[src/core/fcc_pkg.sv]
// Shared constants and types for the fault collection block
package fcc_pkg;

  // ==========================================================================
  // Reactions and states
  localparam int REACT_W = 3;

  typedef enum logic [2:0] {
    FCC_R_NONE  = 3'h0,
    FCC_R_IRQ   = 3'h1,
    FCC_R_NMI   = 3'h2,
    FCC_R_RESET = 3'h3,
    FCC_R_EXT   = 3'h4
  } fcc_react_e;

  typedef enum logic [1:0] {
    FCC_ST_NORMAL = 2'h0,
    FCC_ST_CONFIG = 2'h1,
    FCC_ST_FAULT  = 2'h2
  } fcc_state_e;

  // ==========================================================================
  // Carriers
  typedef struct packed {
    logic low;
    logic high_a;
    logic high_b;
  } fcc_temp_s;

  typedef struct packed {
    logic logic_fail;
    logic mem_fail;
    logic internal_err;
  } fcc_stc_s;

  // ==========================================================================
  // Sizes and timing
  localparam int NHW_DEF      = 4;
  localparam int STC_W        = 3;
  localparam int TEMP_W       = 6;
  localparam int CFG_LIMIT_RC = 8000;
  localparam int RC_DIV_DEF   = 4;
  localparam int RESP_LIMIT   = 16;

endpackage

[src/core/fcc_fault_collector.sv]
// Fault collector: per-source reactions, error pins, supervisor
`timescale 1ns/1ps
module fcc_fault_collector #(
  parameter int NHW       = fcc_pkg::NHW_DEF,
  parameter int RC_DIV    = fcc_pkg::RC_DIV_DEF,
  parameter int CFG_LIMIT = fcc_pkg::CFG_LIMIT_RC,
  parameter int N         = NHW + fcc_pkg::STC_W + 1,
  parameter int IDX_W     = $clog2(N)
) (
  input  wire logic                       i_clk,
  input  wire logic                       i_rst,
  input  wire logic [NHW-1:0]             i_hw_fault,
  input  wire fcc_pkg::fcc_stc_s          i_stc,
  input  wire fcc_pkg::fcc_temp_s         i_temp_a,
  input  wire fcc_pkg::fcc_temp_s         i_temp_b,
  input  wire logic                       i_temp_det_en,
  input  wire logic                       i_cfg_enter,
  input  wire logic                       i_cfg_leave,
  input  wire logic                       i_cfg_we,
  input  wire logic [IDX_W-1:0]           i_cfg_idx,
  input  wire logic [fcc_pkg::REACT_W-1:0] i_cfg_react,
  input  wire logic                       i_clear_we,
  input  wire logic [N-1:0]               i_clear_mask,
  output logic [1:0]                      o_state,
  output logic [N-1:0]                    o_status,
  output logic [fcc_pkg::TEMP_W-1:0]      o_temp_flags,
  output logic                            o_irq,
  output logic                            o_nmi,
  output logic                            o_reset_req,
  output logic                            o_fault_out_zero_o,
  output logic                            o_fault_out_zero_oe,
  output logic                            o_fault_out_one_o,
  output logic                            o_fault_out_one_oe
);

  // ==========================================================================
  // Declarations
  localparam int TEMP_IDX = NHW + fcc_pkg::STC_W;

  fcc_pkg::fcc_state_e              state;
  fcc_pkg::fcc_state_e              next_state;
  logic [fcc_pkg::REACT_W-1:0]      react [N];
  logic [fcc_pkg::TEMP_W-1:0]       temp_meta;
  logic [fcc_pkg::TEMP_W-1:0]       temp_sync;
  logic [N-1:0]                     fault_in;
  logic [N-1:0]                     status;
  logic [N-1:0]                     clr;
  logic                             temp_fault;
  logic                             active;
  logic                             live;
  logic                             want_irq;
  logic                             want_nmi;
  logic                             want_rst;
  logic                             want_ext;
  logic                             ext_active;
  logic                             sup_reset;

  function automatic logic any_react(input logic [N-1:0] st,
                                     input logic [fcc_pkg::REACT_W-1:0] code);
    logic hit;
    hit = 1'b0;
    for (int k = 0; k < N; k++) begin
      if (st[k] && react[k] == code) begin
        hit = 1'b1;
      end
    end
    return hit;
  endfunction

  // ==========================================================================
  // Temperature flags, two sensor sites, synchronised
  always_ff @(posedge i_clk or posedge i_rst) begin
    if (i_rst) begin
      temp_meta <= 6'h00;
      temp_sync <= 6'h00;
    end else begin
      temp_meta <= {i_temp_a, i_temp_b};
      temp_sync <= temp_meta;
    end
  end

  always_ff @(posedge i_clk or posedge i_rst) begin
    if (i_rst) begin
      o_temp_flags <= 6'h00;
    end else begin
      o_temp_flags <= i_temp_det_en ? temp_sync : 6'h00;
    end
  end

  assign temp_fault = i_temp_det_en && (|temp_sync);

  // ==========================================================================
  // Fault source map
  assign fault_in = {temp_fault, i_stc, i_hw_fault};
  assign clr      = i_clear_we ? i_clear_mask : '0;

  // ==========================================================================
  // Per-source status and reaction settings
  generate
    for (genvar g = 0; g < N; g++) begin : g_src
      always_ff @(posedge i_clk or posedge i_rst) begin
        if (i_rst) begin
          status[g] <= 1'b0;
        end else begin
          status[g] <= (status[g] & ~clr[g]) | fault_in[g];
        end
      end

      always_ff @(posedge i_clk or posedge i_rst) begin
        if (i_rst) begin
          react[g] <= fcc_pkg::FCC_R_NONE;
        end else if (i_cfg_we && state == fcc_pkg::FCC_ST_CONFIG
                     && i_cfg_idx == IDX_W'(g)) begin
          react[g] <= i_cfg_react;
        end
      end
    end
  endgenerate

  always_ff @(posedge i_clk or posedge i_rst) begin
    if (i_rst) begin
      o_status <= '0;
    end else begin
      o_status <= status;
    end
  end

  // ==========================================================================
  // State machine
  always_comb begin
    active = 1'b0;
    for (int k = 0; k < N; k++) begin
      if (status[k] && react[k] != fcc_pkg::FCC_R_NONE) begin
        active = 1'b1;
      end
    end
  end

  always_comb begin
    next_state = state;
    case (state)
      fcc_pkg::FCC_ST_NORMAL: begin
        if (i_cfg_enter) begin
          next_state = fcc_pkg::FCC_ST_CONFIG;
        end else if (active) begin
          next_state = fcc_pkg::FCC_ST_FAULT;
        end
      end
      fcc_pkg::FCC_ST_CONFIG: begin
        if (i_cfg_leave) begin
          next_state = fcc_pkg::FCC_ST_NORMAL;
        end
      end
      fcc_pkg::FCC_ST_FAULT: begin
        if (!active) begin
          next_state = fcc_pkg::FCC_ST_NORMAL;
        end
      end
      default: begin
        next_state = fcc_pkg::FCC_ST_NORMAL;
      end
    endcase
  end

  always_ff @(posedge i_clk or posedge i_rst) begin
    if (i_rst) begin
      state <= fcc_pkg::FCC_ST_NORMAL;
    end else begin
      state <= next_state;
    end
  end

  always_ff @(posedge i_clk or posedge i_rst) begin
    if (i_rst) begin
      o_state <= 2'h0;
    end else begin
      o_state <= next_state;
    end
  end

  // ==========================================================================
  // Reactions, no processor in the path
  always_comb begin
    live     = state != fcc_pkg::FCC_ST_CONFIG;
    want_irq = live && any_react(status, fcc_pkg::FCC_R_IRQ);
    want_nmi = live && any_react(status, fcc_pkg::FCC_R_NMI);
    want_rst = live && any_react(status, fcc_pkg::FCC_R_RESET);
    want_ext = live && any_react(status, fcc_pkg::FCC_R_EXT);
  end

  always_ff @(posedge i_clk or posedge i_rst) begin
    if (i_rst) begin
      o_irq       <= 1'b0;
      o_nmi       <= 1'b0;
      o_reset_req <= 1'b0;
      ext_active  <= 1'b0;
    end else begin
      o_irq       <= want_irq;
      o_nmi       <= want_nmi;
      o_reset_req <= want_rst | sup_reset;
      ext_active  <= want_ext;
    end
  end

  // ==========================================================================
  // Error pins: released during reset, driven afterwards
  always_ff @(posedge i_clk or posedge i_rst) begin
    if (i_rst) begin
      o_fault_out_zero_oe <= 1'b0;
      o_fault_out_one_oe  <= 1'b0;
      o_fault_out_zero_o  <= 1'b0;
      o_fault_out_one_o   <= 1'b0;
    end else begin
      o_fault_out_zero_oe <= 1'b1;
      o_fault_out_one_oe  <= 1'b1;
      o_fault_out_zero_o  <= ~ext_active;
      o_fault_out_one_o   <= ext_active;
    end
  end

  // ==========================================================================
  // Supervisor
  fcc_output_supervisor #(
    .RC_DIV     (RC_DIV),
    .CFG_LIMIT  (CFG_LIMIT),
    .RESP_LIMIT (fcc_pkg::RESP_LIMIT)
  ) u_sup (
    .i_clk           (i_clk),
    .i_rst           (i_rst),
    .i_in_config     (state == fcc_pkg::FCC_ST_CONFIG),
    .i_fault_pending (live && active),
    .i_reacted       (o_irq | o_nmi | o_reset_req | ext_active),
    .o_sup_reset     (sup_reset)
  );

  // ==========================================================================
  // Checks
  chk_fault_latch: assert property (@(posedge i_clk) disable iff (i_rst)
    fault_in[0] |=> status[0])
    else $error("fault input not latched");
  chk_status_sticky: assert property (@(posedge i_clk) disable iff (i_rst)
    status[1] && !clr[1] |=> status[1])
    else $error("status dropped without clear");
  chk_cfg_lock: assert property (@(posedge i_clk) disable iff (i_rst)
    state != fcc_pkg::FCC_ST_CONFIG |=> $stable(react[0]))
    else $error("reaction changed outside config");
  chk_enter_fault: assert property (@(posedge i_clk) disable iff (i_rst)
    state == fcc_pkg::FCC_ST_NORMAL && !i_cfg_enter && active
    |=> state == fcc_pkg::FCC_ST_FAULT)
    else $error("fault state not entered");
  chk_clear_normal: assert property (@(posedge i_clk) disable iff (i_rst)
    state == fcc_pkg::FCC_ST_FAULT && !active |=> state == fcc_pkg::FCC_ST_NORMAL)
    else $error("no return to normal");
  chk_irq_react: assert property (@(posedge i_clk) disable iff (i_rst)
    want_irq |=> o_irq)
    else $error("interrupt reaction missing");
  chk_pin_pair: assert property (@(posedge i_clk) disable iff (i_rst)
    o_fault_out_zero_oe |-> o_fault_out_zero_o != o_fault_out_one_o)
    else $error("error pins not complementary");
  chk_pin_drive: assert property (@(posedge i_clk) disable iff (i_rst)
    !$past(i_rst) |-> o_fault_out_zero_oe && o_fault_out_one_oe)
    else $error("error pins not driven");
  chk_ext_report: assert property (@(posedge i_clk) disable iff (i_rst)
    want_ext |=> ##1 o_fault_out_one_o)
    else $error("external report missing");
  chk_temp_fault: assert property (@(posedge i_clk) disable iff (i_rst)
    temp_fault |=> status[TEMP_IDX])
    else $error("temperature fault lost");
  chk_hw_forward: assert property (@(posedge i_clk) disable iff (i_rst)
    fault_in[NHW-1] |=> status[NHW-1])
    else $error("checker fault not latched");
  chk_stc_logic: assert property (@(posedge i_clk) disable iff (i_rst)
    i_stc.logic_fail |=> status[NHW+2])
    else $error("logic self-test failure lost");
  chk_stc_mem: assert property (@(posedge i_clk) disable iff (i_rst)
    i_stc.mem_fail |=> status[NHW+1])
    else $error("memory self-test failure lost");
  chk_stc_internal: assert property (@(posedge i_clk) disable iff (i_rst)
    i_stc.internal_err |=> status[NHW])
    else $error("self-test internal error lost");
  chk_set_wins: assert property (@(posedge i_clk) disable iff (i_rst)
    fault_in[2] && clr[2] |=> status[2])
    else $error("clear beat a new fault");
  chk_nmi_react: assert property (@(posedge i_clk) disable iff (i_rst)
    want_nmi |=> o_nmi)
    else $error("nmi reaction missing");
  chk_rst_react: assert property (@(posedge i_clk) disable iff (i_rst)
    want_rst |=> o_reset_req)
    else $error("reset reaction missing");
  chk_cfg_quiet: assert property (@(posedge i_clk) disable iff (i_rst)
    state == fcc_pkg::FCC_ST_CONFIG |=> !o_irq && !o_nmi)
    else $error("interrupt raised in config state");
  chk_temp_gate: assert property (@(posedge i_clk) disable iff (i_rst)
    !i_temp_det_en |=> o_temp_flags == '0)
    else $error("temperature flags not gated");
  chk_zero_idle: assert property (@(posedge i_clk) disable iff (i_rst)
    !ext_active |=> o_fault_out_zero_o)
    else $error("zero pin low without fault");

endmodule

[src/core/fcc_output_supervisor.sv]
// Output supervisor: config-time limit and missing-reaction watchdog
`timescale 1ns/1ps
module fcc_output_supervisor #(
  parameter int RC_DIV     = fcc_pkg::RC_DIV_DEF,
  parameter int CFG_LIMIT  = fcc_pkg::CFG_LIMIT_RC,
  parameter int RESP_LIMIT = fcc_pkg::RESP_LIMIT
) (
  input  wire logic i_clk,
  input  wire logic i_rst,
  input  wire logic i_in_config,
  input  wire logic i_fault_pending,
  input  wire logic i_reacted,
  output logic      o_sup_reset
);

  // ==========================================================================
  // Internal oscillator tick
  logic [15:0] rc_div;
  logic        rc_tick;
  logic [15:0] cfg_cnt;
  logic [15:0] resp_cnt;
  logic        cfg_expired;
  logic        resp_expired;

  always_ff @(posedge i_clk or posedge i_rst) begin
    if (i_rst) begin
      rc_div  <= 16'h0000;
      rc_tick <= 1'b0;
    end else if (rc_div == 16'(RC_DIV - 1)) begin
      rc_div  <= 16'h0000;
      rc_tick <= 1'b1;
    end else begin
      rc_div  <= rc_div + 16'h0001;
      rc_tick <= 1'b0;
    end
  end

  // ==========================================================================
  // Configuration time limit, fixed
  always_ff @(posedge i_clk or posedge i_rst) begin
    if (i_rst) begin
      cfg_cnt     <= 16'h0000;
      cfg_expired <= 1'b0;
    end else if (!i_in_config) begin
      cfg_cnt <= 16'h0000;
    end else if (rc_tick) begin
      if (cfg_cnt == 16'(CFG_LIMIT - 1)) begin
        cfg_expired <= 1'b1;
      end else begin
        cfg_cnt <= cfg_cnt + 16'h0001;
      end
    end
  end

  // ==========================================================================
  // Reaction watchdog
  always_ff @(posedge i_clk or posedge i_rst) begin
    if (i_rst) begin
      resp_cnt     <= 16'h0000;
      resp_expired <= 1'b0;
    end else if (!i_fault_pending || i_reacted) begin
      resp_cnt <= 16'h0000;
    end else if (resp_cnt == 16'(RESP_LIMIT - 1)) begin
      resp_expired <= 1'b1;
    end else begin
      resp_cnt <= resp_cnt + 16'h0001;
    end
  end

  always_ff @(posedge i_clk or posedge i_rst) begin
    if (i_rst) begin
      o_sup_reset <= 1'b0;
    end else begin
      o_sup_reset <= o_sup_reset | cfg_expired | resp_expired;
    end
  end

  // ==========================================================================
  // Checks
  chk_cfg_count_bound: assert property (@(posedge i_clk) disable iff (i_rst)
    cfg_cnt < 16'(CFG_LIMIT))
    else $error("config counter passed limit");
  chk_sup_cause: assert property (@(posedge i_clk) disable iff (i_rst)
    $rose(o_sup_reset) |-> $past(cfg_expired) || $past(resp_expired))
    else $error("supervisor reset without cause");
  chk_resp_quiet: assert property (@(posedge i_clk) disable iff (i_rst)
    i_reacted |=> resp_cnt == 16'h0000)
    else $error("watchdog ran despite reaction");

endmodule

[config.mk]
export PLATFORM = sky130hd
export DESIGN_NAME = fcc_fault_collector
export DESIGN_NICKNAME = d
export VERILOG_FILES = /design/src/core/fcc_pkg.sv /design/src/core/fcc_fault_collector.sv /design/src/core/fcc_output_supervisor.sv
export SDC_FILE = /design/constraint.sdc
export NUM_CORES = 1
export LEC_CHECK = 0
export BUFFER_PORTS_ARGS = -buffer_cell sky130_fd_sc_hd__buf_2
export CELL_PAD_IN_SITES_DETAIL_PLACEMENT = 0
export CELL_PAD_IN_SITES_GLOBAL_PLACEMENT = 2
export CORE_MARGIN = 8
export CORE_UTILIZATION = 39
export DETAILED_ROUTE_END_ITERATION = 6
export PLACE_DENSITY_LB_ADDON = 0.1
export SYNTH_ARGS = -nofsm -noshare
export SYNTH_HDL_FRONTEND = slang
export SYNTH_SLANG_ARGS = --single-unit
export TNS_END_PERCENT = 20
[constraint.sdc]
create_clock -name i_clk -period 4.48 [get_ports i_clk]
set_clock_uncertainty 0.05 [all_clocks]
set_input_delay 0.448 -clock i_clk [delete_from_list [all_inputs] [get_ports i_clk]]
set_output_delay 0.448 -clock i_clk [all_outputs]
set_load 0.1 [all_outputs]
==> summary.md <==
| Metric | Value |
|---|---|
| DIE WIDTH | `~130 um` |
| Commonest register cell after synthesis | `sky130_fd_sc_hd__dfrtp_1` |
| Number of nets produced by synthesis | `between 400 and 500` |
| Die ar. | `17460 um^2` |
| Final Wtd Congestion | `just over 0.8` |
| Routing usage on met2 | `0.2160` |
| Fraction of layout cells with a size suffix above 1 | `0.2296` |
| Number of placement rows | `42` |
| FMAX | `439.4 MHz` |
| Max Slew Vio Count | `0` |
| Dominant combinational cell family by area after synthesis | `simple AND/OR/NAND/NOR gates` |
| Data arrival at the endpoint of the critical path | `around 2500 ps` |
| Sequential cell fraction of total power | `0.394` |
| Switching fraction of total power | `0.3557` |
| Met1 Track Usage GR | `0.1878` |
| Kind of start point of the critical path | `flip-flop` |
| Kind of critical path | `flip-flop to flip-flop` |
| Count of cells resized by post-cts repair | `0` |
| CTS HTree Levels | `4` |
| Unrepaired setup endpoints after global routing | `no` |
| Total power after layout | `between 3 and 4 mW` |
| Leading cell type in the layout, fill and taps excluded | `sky130_fd_sc_hd__dfrtp_1` |
| Worst hold path type | `input pin to flip-flop` |
| Maxcap violations | `0` |
| Number of failing setup endpoints in the final timing report | `0` |
| Worst Setup End Kind | `flip-flop` |
| FILL cells | `between 1000 and 1500` |
| Half-perimeter wire length after detailed placement | `8.139 mm` |
| Total detailed-routing wirelength | `~12 mm` |
| Net switching power | `1.224 mW` |
| Clk Tree Root Cell | `sky130_fd_sc_hd__clkbuf_16` |
| Setup tns final | `0 ps` |
| Via count of the first global-routing pass | `roughly 3900` |
| Share of the clock period used by the worst path | `0.5080` |
| Final hold violation count | `0` |
| Buffer levels on the longest clock path | `2` |
| Register area share after synthesis | `0.5660` |
| Synth Area in Adders | `0.007134` |
| Result of the run | `finished, final reports clean` |
| Combinational share of power | `0.219` |
| P_leak | `2.669 nW` |
| Top library cells by usage in the layout, fill and taps aside | `119 x sky130_fd_sc_hd__dfrtp_1, 56 x sky130_fd_sc_hd__buf_2, 32 x sky130_fd_sc_hd__nand2_1` |
| Post-synthesis async set-or-reset flop share | `1.000` |
| Number of design-rule violations left by the first detailed-router iteration | `247` |
| Post-route core utilization | `0.4780` |
| Pwr dens | `between 500 and 600 nW/um^2` |
| Number of distinct library cells after synthesis | `53` |
| Routed wire per std cell | `between 15 and 20 um` |
| Clk pwr share | `0.386` |
| Initial antenna violation count | `0` |
| Overall fraction of global-route tracks in use | `0.1430` |
| Maximum number of pins on one net before global-route repair | `56` |
| Normalized max-slew margin | `0.2444` |
| Post-CTS Repair Setup Buffers | `0` |
| Simple-gate area share of the yosys netlist | `0.2321` |
| Overflow left after global routing | `0` |
| Count of state elements after synthesis | `between 100 and 150` |
| Synthesized instance count | `between 400 and 500` |
| Num Clock Sinks | `119` |
| Required time at the endpoint of the critical path | `between 4000 and 5000 ps` |
| DRT antenna net count | `0` |
| Share of synthesized area spent on multiplexers | `0.05327` |
| Yosys warning total | `0` |
| Number of detailed-routing iterations run before antenna repair | `4` |
| Synth Area in Compound Gates | `0.07087` |
| Number of enable-type register cells in the synthesized netlist | `0` |
| Busiest metal layer after global routing | `met2` |
| Number of diodes added for antenna fixing | `0` |
| Post-Place Cells | `~680` |
| Maximum net fanout on the critical path | `20` |
| Die span in y | `132.2 um` |
| Per-cell via count in the routed design | `~5.3` |
| Initial core utilization | `0.3989` |
| PortBufs | `between 50 and 60` |
| Syn Area/Cell | `11.46 um^2` |
| Summed instance area of the synthesized netlist | `approximately 5300 um^2` |
| Actual slew at the worst max-slew pin | `approximately 1100 ps` |
| Number of buffers added to fix hold violations after cts | `0` |
| Library cell contributing the largest single delay on the critical path | `sky130_fd_sc_hd__nand2b_1` |
| Slowest stage delay, CP | `~670 ps` |
| Number of CTS-inserted buffers | `17` |
| Time the final worst path needs with I/O delays and setup | `roughly 2300 ps` |
| Clock Pin Slew Worst Setup and Hold Paths | `~60 ps` |
| Non-filler instance count after layout | `approximately 720` |
| Latest clock arrival within the worst-skew pair | `about 420 ps` |
| Max rail drop VDD | `roughly 0.27 mV` |
| Remaining DRCs | `0` |
| Total via count after detailed routing | `between 3000 and 4000` |
| Area growth from synthesis to final layout | `19.83%` |
| P_int | `2.216 mW` |
| Core footprint | `about 13000 um^2` |
| Boundary Pins | `57` |
| Total buffers and inverters traversed by the critical path | `0` |
| Xor and xnor area share after synthesis | `0.05161` |
| Met3 Resource Use GR | `0.04345` |
| Critical-path cell list | `nand2b_1, nand2_1, a211oi_1` |
| Cell class contributing the biggest share of worst-path delay | `simple AND/OR/NAND/NOR gates` |
| Final #Nets | `roughly 560` |
| Wire length of the first global-routing pass | `between 15 and 20 mm` |
| Clock tree from TritonCTS | `done` |
per-stage QoR:
| stage | setup WS, ps | instance area [um^2] | hold slack (ps) |
|---|---|---|---|
| after CTS | 2152 | 6305 | 63.06 |
| after floorplan | 824.5 | 5261 | 281.2 |
| final | 2204 | 6305 | 77.50 |
| after global placement | 2261 | 5724 | 285.5 |
| after global routing | 2008 | 6305 | 60.45 |
| after detailed placement | 2169 | 5724 | 284.7 |
state kept, by name (all words and copies together) (netlist names), 2 cells and up:
signal	flops
o_state	2
o_status	8
o_temp_flags	6
react	24
status	8
temp_meta	6
temp_sync	6
u_sup.cfg_cnt	16
u_sup.rc_div	16
u_sup.resp_cnt	16
metal layers:
metal | share of wire | vias to the layer above
met5 | 0 | -
met4 | 0.014 | 0
met3 | 0.053 | 12
met2 | 0.47 | 68
met1 | 0.46 | 1857
li1 | - | 1839
synth_stat cells (2+ instances only):
cell	instances	area share
sky130_fd_sc_hd__nor4_1	15	0.018
sky130_fd_sc_hd__and2_1	6	0.0071
sky130_fd_sc_hd__and3_1	5	0.0059
sky130_fd_sc_hd__clkbuf_1	3	0.0021
sky130_fd_sc_hd__xnor2_1	22	0.037
sky130_fd_sc_hd__nand3b_1	4	0.0057
sky130_fd_sc_hd__o31ai_1	5	0.0071
sky130_fd_sc_hd__or3_1	9	0.011
sky130_fd_sc_hd__nand2_1	32	0.023
sky130_fd_sc_hd__nor3b_1	2	0.0029
sky130_fd_sc_hd__nor2b_1	3	0.0036
sky130_fd_sc_hd__o32ai_1	3	0.0050
sky130_fd_sc_hd__buf_4	3	0.0043
sky130_fd_sc_hd__and4_1	7	0.012
sky130_fd_sc_hd__xor2_1	9	0.015
sky130_fd_sc_hd__nor3_1	31	0.029
sky130_fd_sc_hd__o21ai_0	14	0.013
sky130_fd_sc_hd__ha_1	3	0.0071
sky130_fd_sc_hd__nand2b_1	6	0.0071
sky130_fd_sc_hd__nand4b_1	4	0.0067
sky130_fd_sc_hd__mux2_2	24	0.051
sky130_fd_sc_hd__a21oi_1	10	0.0095
sky130_fd_sc_hd__a31oi_1	6	0.0071
sky130_fd_sc_hd__nor4_4	2	0.0081
sky130_fd_sc_hd__nand3_1	19	0.018
sky130_fd_sc_hd__dfrtp_1	119	0.57
sky130_fd_sc_hd__inv_1	11	0.0078
sky130_fd_sc_hd__nand4_1	13	0.015
sky130_fd_sc_hd__a211oi_1	4	0.0057
sky130_fd_sc_hd__buf_2	2	0.0019
sky130_fd_sc_hd__or4_1	3	0.0043
sky130_fd_sc_hd__nor4bb_1	8	0.015
sky130_fd_sc_hd__nor4b_1	5	0.0083
sky130_fd_sc_hd__a21o_1	7	0.010
sky130_fd_sc_hd__nor2_1	22	0.016
kinds of logic after synthesis:
| kind of cell | Yosys count |
|---|---|
| buffers and inverters | 20 |
| AOI/OAI and AO/OA | 57 |
| DFF | 119 |
| other | 1 |
| muxes | 25 |
| and+or+nand+nor | 203 |
| adders and majority gates | 3 |
| xor gates and xnor gates | 31 |
worst reg2reg max path, delay by kind of cell, from the launching register on:
| family | cells | cell delay [ps] |
|---|---|---|
| DFF | 1 | 400 |
| and+or+nand+nor | 2 | 1320 |
| AOI/OAI and AO/OA | 1 | 410 |
power groups by stage:
stage	Combinational, mW	Sequential (mW)	Clock [mW]
2_1_floorplan	0.337	1.61	0
6_report	0.755	1.36	1.33
3_3_place_gp	0.757	1.37	0
5_1_grt	0.810	1.38	1.42
4_1_cts	0.763	1.36	1.36
3_5_place_dp	0.761	1.37	0
final cells by class:
cell class | instances | area (um^2) | share of cell area
timing repair buffer | 58 | 295.3 | 0.04683
sequential | 119 | 2978 | 0.4723
multi-input combinational | 320 | 2187 | 0.3469
inverter | 11 | 43.79 | 0.006946
tap | 176 | 220.2 | 0.03493
clock buffer | 17 | 425.4 | 0.06747
clock inverter | 15 | 155.1 | 0.02461
path summary, 6_finish.rpt:
kind / startpoint / end / slack, ps / depth (start not counted)
setup / recovery: o_state[1]$_DFFE_PP0P_ / u_sup.resp_cnt[3]$_DFFE_PP0P_ / 2200 / 3
hold / removal: i_temp_a[0] / temp_meta[3]$_DFF_PP0_ / 80 / 1
setup reg to reg: o_state[1]$_DFFE_PP0P_ / u_sup.resp_cnt[3]$_DFFE_PP0P_ / 2200 / 3
hold reg to reg: temp_meta[3]$_DFF_PP0_ / temp_sync[3]$_DFF_PP0_ / 300 / 0
max in group asynchronous: i_rst / status[2]$_DFF_PP0_ / 3380 / 3
min in group asynchronous: i_rst / o_state[0]$_DFFE_PP0P_ / 90 / 2
No activity file was read; power rests on OpenSTA's default activity.
